===== src/core/bcd_port_pkg.sv =====
package bcd_port_pkg;

  // ==========================================================
  // Data layout
  localparam int DIGIT_W = 4;
  localparam int DIGITS  = 6;
  localparam int DATA_W  = DIGIT_W * DIGITS;
  localparam int HALF_W  = DATA_W / 2;
  localparam int DP_W    = 3;

  // ==========================================================
  // Register offsets (byte addresses)
  localparam int          ADDR_W        = 8;
  localparam logic [7:0]  CFG_OFFSET    = 8'h00;
  localparam logic [7:0]  VALUE_OFFSET  = 8'h04;
  localparam logic [7:0]  AUX_OFFSET    = 8'h08;
  localparam logic [7:0]  STATUS_OFFSET = 8'h0C;

  // ==========================================================
  // Strap register fields
  localparam int CFG_W              = 12;
  localparam int CFG_OVF_ROUTE      = 0;
  localparam int CFG_MUX_SELECT     = 1;
  localparam int CFG_SINGLE_ADDR    = 2;
  localparam int CFG_QUAD_ADDR      = 3;
  localparam int CFG_MUX_COMPANION  = 4;
  localparam int CFG_SIX_DIGIT      = 5;
  localparam int CFG_B2_LEVEL       = 6;
  localparam int CFG_B1_LEVEL       = 7;
  localparam int CFG_B8_LEVEL       = 8;
  localparam int CFG_B4_LEVEL       = 9;
  localparam int CFG_NEG_POLARITY   = 10;
  localparam int CFG_POS_POLARITY   = 11;
  localparam logic [11:0] CFG_RESET = 12'h828;

  // ==========================================================
  // Auxiliary value fields
  localparam int          AUX_W        = 5;
  localparam int          AUX_DP_LSB   = 0;
  localparam int          AUX_SIGN     = 3;
  localparam int          AUX_OVF      = 4;
  localparam logic [4:0]  AUX_RESET    = 5'h01;
  localparam logic [2:0]  DP_RIGHTMOST = 3'h1;
  localparam logic [2:0]  DP_LEFTMOST  = 3'h6;
  localparam logic [23:0] VALUE_RESET  = 24'h000000;

  // ==========================================================
  // Status fields
  localparam int ST_PENDING = 0;
  localparam int ST_HOLD    = 1;
  localparam int ST_MARKER  = 2;
  localparam int ST_ENABLE  = 3;
  localparam int ST_UPPER   = 4;
  localparam int ST_MUX     = 5;
  localparam int ST_CNT_LSB = 8;
  localparam int UPD_CNT_W  = 8;

  // ==========================================================
  // Timing
  localparam int CLK_FREQ_MHZ = 250;
  localparam int MARKER_NS    = 200000;
  localparam int MARKER_CYC   = MARKER_NS * CLK_FREQ_MHZ / 1000;
  localparam int MARKER_CNT_W = 16;

endpackage


===== src/core/address_match.sv =====
`timescale 1ns/100ps
// ==========================================================
// Address line compare: each line against its level strap
module address_match #(
  parameter int W = 4
) (
  input  wire logic [W-1:0] line_i,
  input  wire logic [W-1:0] level_strap_i,
  output logic              match_o
);

  // Fitted strap wants low, removed strap wants high or open
  assign match_o = &(line_i ^ level_strap_i);

endmodule // address_match


===== src/core/marker_timer.sv =====
`timescale 1ns/100ps
// ==========================================================
// One-shot timer for the update marker
module marker_timer #(
  parameter int                CNT_W  = 16,
  parameter logic [CNT_W-1:0]  CYCLES = 16'hC350
) (
  input  wire logic mclk_i,
  input  wire logic rstn_i,
  input  wire logic start_i,
  output logic      active_o
);

  logic [CNT_W-1:0] remain;

  // Load on start, count down to zero; a new start restarts
  always_ff @(posedge mclk_i or negedge rstn_i) begin
    if (!rstn_i) begin
      remain <= '0;
    end else if (start_i) begin
      remain <= CYCLES;
    end else if (remain != '0) begin
      remain <= remain - 1'b1;
    end
  end

  assign active_o = (remain != '0);

endmodule // marker_timer


===== src/core/bcd_parallel_output_port.sv =====
`timescale 1ns/100ps
// Contract
// Present reading as parallel BCD digits
// Drive stored copy; tri-state when unaddressed
// Three-digit multiplexed or six-digit readout
// Overflow line driven only with route strap
// Multiplex strap selects three-digit mode
// Single-address strap: enable by b1 alone
// Quad strap: all four lines must match
// Six-digit strap selects full readout
// b2 level strap: low needed, else high
// b1 level strap: low needed, else high
// b8 level strap: low needed, else high
// b4 level strap: low needed, else high
// Negative strap inverts data and point code
// Positive strap drives data uninverted
// Hold low freezes; release updates all digits
// Update marker low about 200 us
// Quad mode XORs lines, ANDs into enable
// Point code 001 rightmost to 110 leftmost
// Straps are static, sampled continuously
// Mux mode puts upper digits on lower lines
module bcd_parallel_output_port #(
  parameter int                                   MARKER_CNT_W =
    bcd_port_pkg::MARKER_CNT_W,
  parameter logic [MARKER_CNT_W-1:0]               MARKER_CYCLES =
    MARKER_CNT_W'(bcd_port_pkg::MARKER_CYC)
) (
  input  wire logic                              mclk_i,
  input  wire logic                              rstn_i,
  // APB slave
  input  wire logic                              psel_i,
  input  wire logic                              penable_i,
  input  wire logic                              pwrite_i,
  input  wire logic [bcd_port_pkg::ADDR_W-1:0]   paddr_i,
  input  wire logic [31:0]                       pwdata_i,
  input  wire logic [3:0]                        pstrb_i,
  output logic [31:0]                            prdata_o,
  output logic                                   pready_o,
  output logic                                   pslverr_o,
  // Connector side
  input  wire logic                              hold_n_i,
  input  wire logic                              addr_b1_line_i,
  input  wire logic                              addr_b2_line_i,
  input  wire logic                              addr_b4_line_i,
  input  wire logic                              addr_b8_line_i,
  output logic [bcd_port_pkg::HALF_W-1:0]        bcd_low_o,
  output logic                                   bcd_low_oe_o,
  output logic [bcd_port_pkg::HALF_W-1:0]        bcd_high_o,
  output logic                                   bcd_high_oe_o,
  output logic [bcd_port_pkg::DP_W-1:0]          dp_code_o,
  output logic                                   dp_code_oe_o,
  output logic                                   polarity_o,
  output logic                                   polarity_oe_o,
  output logic                                   overflow_out_line_o,
  output logic                                   overflow_out_line_oe_o,
  output logic                                   data_ready_n_o
);
  import bcd_port_pkg::*;

  // ==========================================================
  // Software state
  logic [CFG_W-1:0]     cfg;
  logic [DATA_W-1:0]    staged_value;
  logic [AUX_W-1:0]     staged_aux;
  logic                 pending;
  logic [UPD_CNT_W-1:0] update_count;

  // Stored, buffered copy that drives the pins
  logic [DATA_W-1:0]    stored_value;
  logic [AUX_W-1:0]     stored_aux;

  logic                 setup_phase;
  logic                 access_wr;
  logic                 addr_known;
  logic                 addr_writable;
  logic [31:0]          wr_mask;
  logic [31:0]          status_word;
  logic [31:0]          next_rdata;
  logic [31:0]          merged_cfg;
  logic [31:0]          merged_value;
  logic [31:0]          merged_aux;
  logic                 wr_value;
  logic                 update;
  logic                 marker_active;

  // Strap decode
  logic                 mux_mode;
  logic                 invert;
  logic                 match_quad;
  logic                 match_b1;
  logic                 match_b2;
  logic                 upper_sel;
  logic                 lower_sel;
  logic                 board_en;
  logic                 next_low_oe;
  logic                 next_high_oe;
  logic [HALF_W-1:0]    next_low;

  // ==========================================================
  // APB decode
  assign setup_phase   = psel_i && !penable_i;
  assign access_wr     = psel_i && penable_i && pwrite_i;
  assign addr_known    = (paddr_i == CFG_OFFSET) ||
                         (paddr_i == VALUE_OFFSET) ||
                         (paddr_i == AUX_OFFSET) ||
                         (paddr_i == STATUS_OFFSET);
  assign addr_writable = (paddr_i == CFG_OFFSET) ||
                         (paddr_i == VALUE_OFFSET) ||
                         (paddr_i == AUX_OFFSET);

  // Zero-wait slave
  assign pready_o = 1'b1;

  // Byte-lane mask from strobes
  always_comb begin
    for (int i = 0; i < 4; i++) begin
      wr_mask[i*8 +: 8] = {8{pstrb_i[i]}};
    end
  end

  // Merge write data into current contents
  assign merged_cfg   = (pwdata_i & wr_mask) |
                        ({20'h00000, cfg} & ~wr_mask);
  assign merged_value = (pwdata_i & wr_mask) |
                        ({8'h00, staged_value} & ~wr_mask);
  assign merged_aux   = (pwdata_i & wr_mask) |
                        ({27'h0000000, staged_aux} & ~wr_mask);

  assign wr_value = access_wr && (paddr_i == VALUE_OFFSET);

  // Status view of the block's own state
  always_comb begin
    status_word                               = 32'h00000000;
    status_word[ST_PENDING]                   = pending;
    status_word[ST_HOLD]                      = !hold_n_i;
    status_word[ST_MARKER]                    = marker_active;
    status_word[ST_ENABLE]                    = board_en;
    status_word[ST_UPPER]                     = upper_sel;
    status_word[ST_MUX]                       = mux_mode;
    status_word[ST_CNT_LSB +: UPD_CNT_W]      = update_count;
  end

  // Read data mux
  always_comb begin
    unique case (paddr_i)
      CFG_OFFSET:    next_rdata = {20'h00000, cfg};
      VALUE_OFFSET:  next_rdata = {8'h00, staged_value};
      AUX_OFFSET:    next_rdata = {27'h0000000, staged_aux};
      STATUS_OFFSET: next_rdata = status_word;
      default:       next_rdata = 32'h00000000;
    endcase
  end

  // Read data and error captured in the setup phase
  always_ff @(posedge mclk_i or negedge rstn_i) begin
    if (!rstn_i) begin
      prdata_o  <= 32'h00000000;
      pslverr_o <= 1'b0;
    end else if (setup_phase) begin
      prdata_o  <= pwrite_i ? 32'h00000000 : next_rdata;
      pslverr_o <= pwrite_i ? !addr_writable : !addr_known;
    end
  end

  // ==========================================================
  // Strap register, read by the decode every cycle
  always_ff @(posedge mclk_i or negedge rstn_i) begin
    if (!rstn_i) begin
      cfg <= CFG_RESET;
    end else if (access_wr && (paddr_i == CFG_OFFSET)) begin
      cfg <= merged_cfg[CFG_W-1:0];
    end
  end

  // Staged reading from the meter core
  always_ff @(posedge mclk_i or negedge rstn_i) begin
    if (!rstn_i) begin
      staged_value <= VALUE_RESET;
    end else if (wr_value) begin
      staged_value <= merged_value[DATA_W-1:0];
    end
  end

  // Point code, sign and overflow; bad point codes refused
  always_ff @(posedge mclk_i or negedge rstn_i) begin
    if (!rstn_i) begin
      staged_aux <= AUX_RESET;
    end else if (access_wr && (paddr_i == AUX_OFFSET)) begin
      staged_aux[AUX_SIGN] <= merged_aux[AUX_SIGN];
      staged_aux[AUX_OVF]  <= merged_aux[AUX_OVF];
      if (merged_aux[AUX_DP_LSB +: DP_W] >= DP_RIGHTMOST &&
          merged_aux[AUX_DP_LSB +: DP_W] <= DP_LEFTMOST) begin
        staged_aux[AUX_DP_LSB +: DP_W] <=
          merged_aux[AUX_DP_LSB +: DP_W];
      end
    end
  end

  // ==========================================================
  // Update: a value write arms it, hold input defers it
  assign update = pending && hold_n_i;

  // Pending flag; a new write in the update cycle wins
  always_ff @(posedge mclk_i or negedge rstn_i) begin
    if (!rstn_i) begin
      pending <= 1'b0;
    end else if (wr_value) begin
      pending <= 1'b1;
    end else if (update) begin
      pending <= 1'b0;
    end
  end

  // All six digits and the extras move in one step
  always_ff @(posedge mclk_i or negedge rstn_i) begin
    if (!rstn_i) begin
      stored_value <= VALUE_RESET;
      stored_aux   <= AUX_RESET;
    end else if (update) begin
      stored_value <= staged_value;
      stored_aux   <= staged_aux;
    end
  end

  // Count of updates for software
  always_ff @(posedge mclk_i or negedge rstn_i) begin
    if (!rstn_i) begin
      update_count <= '0;
    end else if (update) begin
      update_count <= update_count + 1'b1;
    end
  end

  // Update marker timing
  marker_timer #(
    .CNT_W  (MARKER_CNT_W),
    .CYCLES (MARKER_CYCLES)
  ) u_marker (
    .mclk_i   (mclk_i),
    .rstn_i   (rstn_i),
    .start_i  (update),
    .active_o (marker_active)
  );

  // Marker is active low and ignores the polarity strap
  always_ff @(posedge mclk_i or negedge rstn_i) begin
    if (!rstn_i) begin
      data_ready_n_o <= 1'b1;
    end else begin
      data_ready_n_o <= !(update || marker_active);
    end
  end

  // ==========================================================
  // Strap decode for mode and addressing
  assign mux_mode = cfg[CFG_MUX_SELECT] &&
                    cfg[CFG_MUX_COMPANION] &&
                    cfg[CFG_SINGLE_ADDR] &&
                    !cfg[CFG_SIX_DIGIT];
  assign invert   = cfg[CFG_NEG_POLARITY] &&
                    !cfg[CFG_POS_POLARITY];

  // Four lines against their straps, ANDed
  address_match #(
    .W (4)
  ) u_quad (
    .line_i        ({addr_b8_line_i, addr_b4_line_i,
                     addr_b2_line_i, addr_b1_line_i}),
    .level_strap_i ({cfg[CFG_B8_LEVEL], cfg[CFG_B4_LEVEL],
                     cfg[CFG_B2_LEVEL], cfg[CFG_B1_LEVEL]}),
    .match_o       (match_quad)
  );

  // b1 alone
  address_match #(
    .W (1)
  ) u_b1 (
    .line_i        (addr_b1_line_i),
    .level_strap_i (cfg[CFG_B1_LEVEL]),
    .match_o       (match_b1)
  );

  // b2 alone, for the lower digits in mux mode
  address_match #(
    .W (1)
  ) u_b2 (
    .line_i        (addr_b2_line_i),
    .level_strap_i (cfg[CFG_B2_LEVEL]),
    .match_o       (match_b2)
  );

  // Board enable per mode; b4 and b8 straps act in the quad compare
  always_comb begin
    upper_sel = 1'b0;
    lower_sel = 1'b0;
    if (mux_mode) begin
      upper_sel = match_b1;
      lower_sel = !match_b1 && match_b2;
      board_en  = upper_sel || lower_sel;
    end else if (cfg[CFG_SINGLE_ADDR]) begin
      board_en  = match_b1;
    end else if (cfg[CFG_QUAD_ADDR]) begin
      board_en  = match_quad;
    end else begin
      board_en  = 1'b0;
    end
  end

  // Lower lines carry upper digits when those are addressed
  assign next_low     = upper_sel ? stored_value[DATA_W-1:HALF_W]
                                  : stored_value[HALF_W-1:0];
  assign next_low_oe  = board_en;
  assign next_high_oe = board_en && !mux_mode;

  // ==========================================================
  // Pin registers, with the polarity strap applied
  always_ff @(posedge mclk_i or negedge rstn_i) begin
    if (!rstn_i) begin
      bcd_low_o  <= '0;
      bcd_high_o <= '0;
      dp_code_o  <= '0;
      polarity_o <= 1'b0;
    end else begin
      bcd_low_o  <= next_low ^ {HALF_W{invert}};
      bcd_high_o <= stored_value[DATA_W-1:HALF_W] ^ {HALF_W{invert}};
      dp_code_o  <= stored_aux[AUX_DP_LSB +: DP_W] ^ {DP_W{invert}};
      polarity_o <= stored_aux[AUX_SIGN] ^ invert;
    end
  end

  // Overflow line only with the routing strap
  always_ff @(posedge mclk_i or negedge rstn_i) begin
    if (!rstn_i) begin
      overflow_out_line_o    <= 1'b0;
      overflow_out_line_oe_o <= 1'b0;
    end else begin
      overflow_out_line_o    <= stored_aux[AUX_OVF];
      overflow_out_line_oe_o <= board_en &&
                                cfg[CFG_OVF_ROUTE];
    end
  end

  // Output enables: released whenever not addressed
  always_ff @(posedge mclk_i or negedge rstn_i) begin
    if (!rstn_i) begin
      bcd_low_oe_o  <= 1'b0;
      bcd_high_oe_o <= 1'b0;
      dp_code_oe_o  <= 1'b0;
      polarity_oe_o <= 1'b0;
    end else begin
      bcd_low_oe_o  <= next_low_oe;
      bcd_high_oe_o <= next_high_oe;
      dp_code_oe_o  <= board_en;
      polarity_oe_o <= board_en;
    end
  end

endmodule // bcd_parallel_output_port


===== config.mk =====
export PLATFORM = sky130hd
export DESIGN_NAME = bcd_parallel_output_port
export DESIGN_NICKNAME = d
export VERILOG_FILES = /design/src/core/bcd_port_pkg.sv /design/src/core/address_match.sv /design/src/core/marker_timer.sv /design/src/core/bcd_parallel_output_port.sv
export SDC_FILE = /design/constraint.sdc
export NUM_CORES = 1
export LEC_CHECK = 0
export BUFFER_PORTS_ARGS = -buffer_cell sky130_fd_sc_hd__buf_4
export CORE_MARGIN = 2
export CORE_UTILIZATION = 45
export CTS_BUF_LIST = sky130_fd_sc_hd__clkbuf_16
export CTS_CLUSTER_DIAMETER = 100
export DETAILED_ROUTE_END_ITERATION = 16
export PLACE_DENSITY = 0.67
export SYNTH_ARGS = -nofsm -noshare
export SYNTH_HDL_FRONTEND = slang
export SYNTH_SLANG_ARGS = --single-unit

===== constraint.sdc =====
create_clock -name mclk_i -period 2.35 [get_ports mclk_i]
set_clock_uncertainty 0.1 [all_clocks]
set_input_delay 0.235 -clock mclk_i [delete_from_list [all_inputs] [get_ports mclk_i]]
set_output_delay 0.235 -clock mclk_i [all_outputs]
set_load 0.01 [all_outputs]

Word-level counts from Yosys, hierarchy flattened
Cells that the tools add are included.

Flip-flop bits (word level): 161. Output and inout bits: 69.

Equality and inequality tests: 3. Add/sub/neg operators: 2. Magnitude comparators: 2. Bitwise operators: 15. Reduce and logical (&&, ||, !) cells: 35. Multiplexer cells: 12.

Operator list (number): 24-bit one-hot mux with 4 select lines (1); 24-bit AND (2); 16-bit 2-to-1 mux (2); 32-bit 2-to-1 mux (1); 24-bit inverter (1); 24-bit OR (1); 12-bit bitwise XOR (2); 8-bit by 4-bit == test with 1-bit output (second input constant) (2); 16-bit nonzero test (1); 16-bit by 1-bit subtractor with 16-bit output (second input constant) (1); 1-bit logical AND (15); 12-bit AND (1); 12-bit 2-to-1 mux (1); 12-bit OR (1); 1-bit logical NOT (9); 8-bit by 1-bit adder with 8-bit output (second input constant) (1); 8-bit by 3-bit == test with 1-bit output (second input constant) (1); 8-bit logical NOT (1); 1-bit 2-to-1 mux (7); 5-bit AND (1); 1-bit logical OR (5); 5-bit OR (1); 4-bit AND reduction (1); 2-bit nonzero test (2); other kinds (6) (8).

Logic depth before layout (Yosys ltp)
Depth in word-level cells: 7. Gate-level depth with buffers: 6. Depth with buffers taken out: 6.

Cells and area by module
A second synthesis with hierarchy kept.

Cells, all modules: 584. Area, all modules: 6696.4 µm².

Modules (own cells, without submodules): bcd_parallel_output_port (area each 5729.2 µm², instances 1, cells each 485); marker_timer (area each 908.4 µm², instances 1, cells each 92); address_match at u_quad (area each 41.3 µm², instances 1, cells each 5); address_match at u_b1 ... (area each 8.8 µm², instances 2, cells each 1).

Worst setup path after synthesis
OpenSTA, ideal clock, no wires.

Kind: input port to flip-flop. From: in paddr_i[1] (netlist bit). To: reg (tool-made name). Data required time: 2122 ps. Arrival: 1751 ps. Setup time: 128 ps. Path slack: 372 ps. Stages: 5. Buffers on the path: 1. Path through: or4_4 > buf_6 > nor4_4 > nand2_2 > mux2_1.

RTL lines: from (decl) (RTL line bcd_parallel_output_port.sv:35) `input wire logic [bcd_port_pkg::ADDR_W-1:0] paddr_i,`.

Worst setup path in the final report
From: reg u_marker.remain[2]. To: reg u_marker.remain[13].

Word-level cells in the longest chain between the ends: 3. Elaborated cells on any way between the ends: 5. Those cells by class: add/sub: 1; mux: 2; reduce/logical: 2.

Ends and longest elaborated chain: from (decl) (RTL line marker_timer.sv:14) `logic [CNT_W-1:0] remain;`; from (signal assigned) (RTL line marker_timer.sv:23) `remain <= remain - 1'b1;`; 16-bit by 1-bit subtractor with 16-bit output (RTL line marker_timer.sv:23); 16-bit 2-to-1 mux (RTL line marker_timer.sv:22) `end else if (remain != '0) begin`; 16-bit 2-to-1 mux (RTL line marker_timer.sv:20) `end else if (start_i) begin`.

Several ways; a longest one is shown, not always the timed one. The select of a mux whose other input is x is not followed. A chain may end at the register's enable or synchronous reset.

==> results.cfg <==
[finish]
syn2layout_area_growth_pct = 26.65
nets = 764
instances_no_fill = 904
final_layout_size_suffix_gt1_share_pct = 29.17
diodes = 0
final_common_cell = dfrtp_1
final_cell_mix = dfrtp_1, nand2_1, buf_4

[synthesis]
ys.flop_type = dfrtp_1
synth.area.top_cells = dfrtp_1, nand2_1, mux2_2, mux2i_1, xnor2_1
synth_mux_area_share_pct = 11.29
synthAdderAreaFrac_pct = 0.5625
synth_compound_area_share_pct = 7.538
synth_xor_area_share_pct = 5.119
yosys.area_share.simple_pct = 14.53
synth-edff-count = 0
yosys.cell_types.count = 52
syn_area_um2 = 6673
yosysSeqAreaShare_pct = 57.49
syn_inst = 576
synth_top_family_by_area = simple AND/OR/NAND/NOR gates
ys_ff_latch = 153
async_flop_share_pct = 100.0
yosys.area.top_type = dfrtp_1
syn_area_per_cell_um2 = 11.58
ys_warn_count = 0
synth_top_area_share_pct = 55.13

[cts]
numCtsBuffers = 17
cts_buffer_depth = 2
clock_latency_ps = 420
cts_resized = 0
cts-root-buf = clkbuf_16
path_clk_slew_ps = 60
cts_tree = done
htreeDepth = 4
clkSinkCount = 153

[timing]
final.setup.tns_ps = 0
period_minus_slack_ps = 2095
tightest_slew_ps = 592.1
slew-limit-headroom_pct = 60.29
max_freq_mhz = 477.2
fin_ws_ps = 254.6
slew_violations = 0
finalHoldViolCount = 0
rsz0062_at_grt = no
fin_crit_sh_pct = 89.17
finalSetupViolations = 0

[worst_setup_path]
cp_max_fo = 10
worstReg2RegStart = u_marker.remain[2]$_DFFE_PN0N_
crit_path_start_kind = flip-flop
critical_path_class = flip-flop to flip-flop
crit_start = u_marker.remain[2]$_DFFE_PN0N_
crit_required_ps = 2590
critPathCaptureType = flip-flop
arrival_ps = 2340

[place]
io_buffers = 104
place_ws_ps = 150.5
place_congestion = 0.8407
place_hpwl_um = 11000
dp.cells = 847

[status]
status = complete, no violations

[floorplanning]
dieArea_um2 = 15820
row_count = 44
core_area_um2 = 14530
ioPinCount = 123
start_util_pct = 45.91
die_w_um = 125.8
fp.dieH_um = 125.8

[flow_run]
cap_violations = 0

[global_routing]
grt-ovfl-total = 0
grt_pass1_wl_um = 25550
grt_max_degree = 53
grt_use_total_pct = 20.61
grt_pass1_vias = 4919
antenna_found_initial = 0

[routing]
drtIter0Drc = 363
drt_wl_total_um = 15510
via_count = 4741
vias_per_cell = 5.244
post_drt_wl_per_cell_um = 17.16
drt_first_pass_iters = 5
drcViolationCount = 0
postRouteAntennaNets = 0

[power_and_ir_drop]
p_sw_share_pct = 23.72
clock_power_share_pct = 44.5
irDropWorstVdd_mv = 0.4880
power.switching_mw = 1.386
pwr-share-comb_pct = 7.8
pwr-share-seq_pct = 47.7
power.density_nw_per_um2 = 691.7
power.leakage_nw = 4.150
p_int_mw = 4.459

[hold_path]
worstHoldStart = hold_n_i
hold_class = primary input to flip-flop
-- worst paths after layout --
path	end	slack, ps	cells after the start
max in group asynchronous	stored_aux[0]$_DFFE_PN1P_	1180	3
min reg2reg	overflow_out_line_o$_DFF_PN0_	290	0
max	u_marker.remain[13]$_DFFE_PN0N_	250	4
min	pending$_DFFE_PN0P_	50	3
min in group asynchronous	bcd_high_o[9]$_DFF_PN0_	240	2
max reg2reg	u_marker.remain[13]$_DFFE_PN0N_	250	4
-- critical path: stages, from the launching register on --
cell and delay (ps):
dfrtp_1 430, nor4_2 480, nand3b_1 350, or4_1 490
a21oi_1 170
-- layout make-up --
| type | count | area [um2] |
|---|---|---|
| Sequential cell | 153 | 3836 |
| Clock inverter | 15 | 136.4 |
| Tap cell | 184 | 230.2 |
| Fill cell | 1215 | 6083 |
| Multi-Input combinational cell | 386 | 2639 |
| Timing Repair Buffer | 142 | 1157 |
| Inverter | 7 | 26.28 |
| Clock buffer | 17 | 425.4 |
-- Yosys cell counts (all sizes together) (3+ instances only) --
library cell	count
dfrtp	147
nand2	120
mux2	36
mux2i	28
xnor2	22
buf	19
clkbuf	18
xor2	17
a21oi	16
nor2	14
o21ai	14
a22o	13
nor3	10
nand3	9
or4	9
o31ai	8
inv	7
nand2b	7
nor4	7
a211oi	6
dfstp	6
and2	4
o211ai	4
or3	4
ha	3
mux4	3
nand3b	3
nor2b	3
o22ai	3
-- power by group through the flow --
stage	Clock [mW]	Sequential (mW)	Combinational, mW
floorplan	0	2.82	0.236
global placement	0	2.82	0.401
detailed placement	0	2.83	0.419
CTS	2.63	2.79	0.456
global route	2.77	2.79	0.503
finish	2.60	2.79	0.454
-- kinds of logic after synthesis --
kind of cell / after synthesis
AO/OA/AOI/OAI: 71
XOR/XNOR: 39
adder cells (fa/ha/maj): 3
buffers and inverters: 44
flip-flops: 153
multiplexers: 67
other: 2
AND/OR/NAND/NOR: 197
-- routing by layer --
layer	vias to the layer above	part of all wire [%]	GRT usage, %
met5	-	0	0
met4	0	2.0	7.563
met3	21	5.3	5.310
met2	155	48	32.31
met1	2337	45	28.00
li1	2228	-	-
-- through the flow --
stage | power, mW | hold WS [ps] | util, % | area (um2)
after floorplan | 3.051 | -160.6 | - | 6699
after global placement | 3.225 | 120.4 | 52.56 | 7639
after detailed placement | 3.253 | 129.0 | 52.56 | 7639
after CTS | 5.877 | 36.90 | 58.14 | 8451
after global routing | 6.066 | 50.72 | 58.14 | 8451
final | 5.846 | 45.42 | 58.14 | 8451
-- what timing repair did --
| item | 4_1_cts | 5_1_grt |
|---|---|---|
| hold buffers | 25 | 0 |
| buffers inserted | 0 | 0 |
| endpoints found under the hold margin | 87 | 0 |
(Power assumes the default switching activity.)
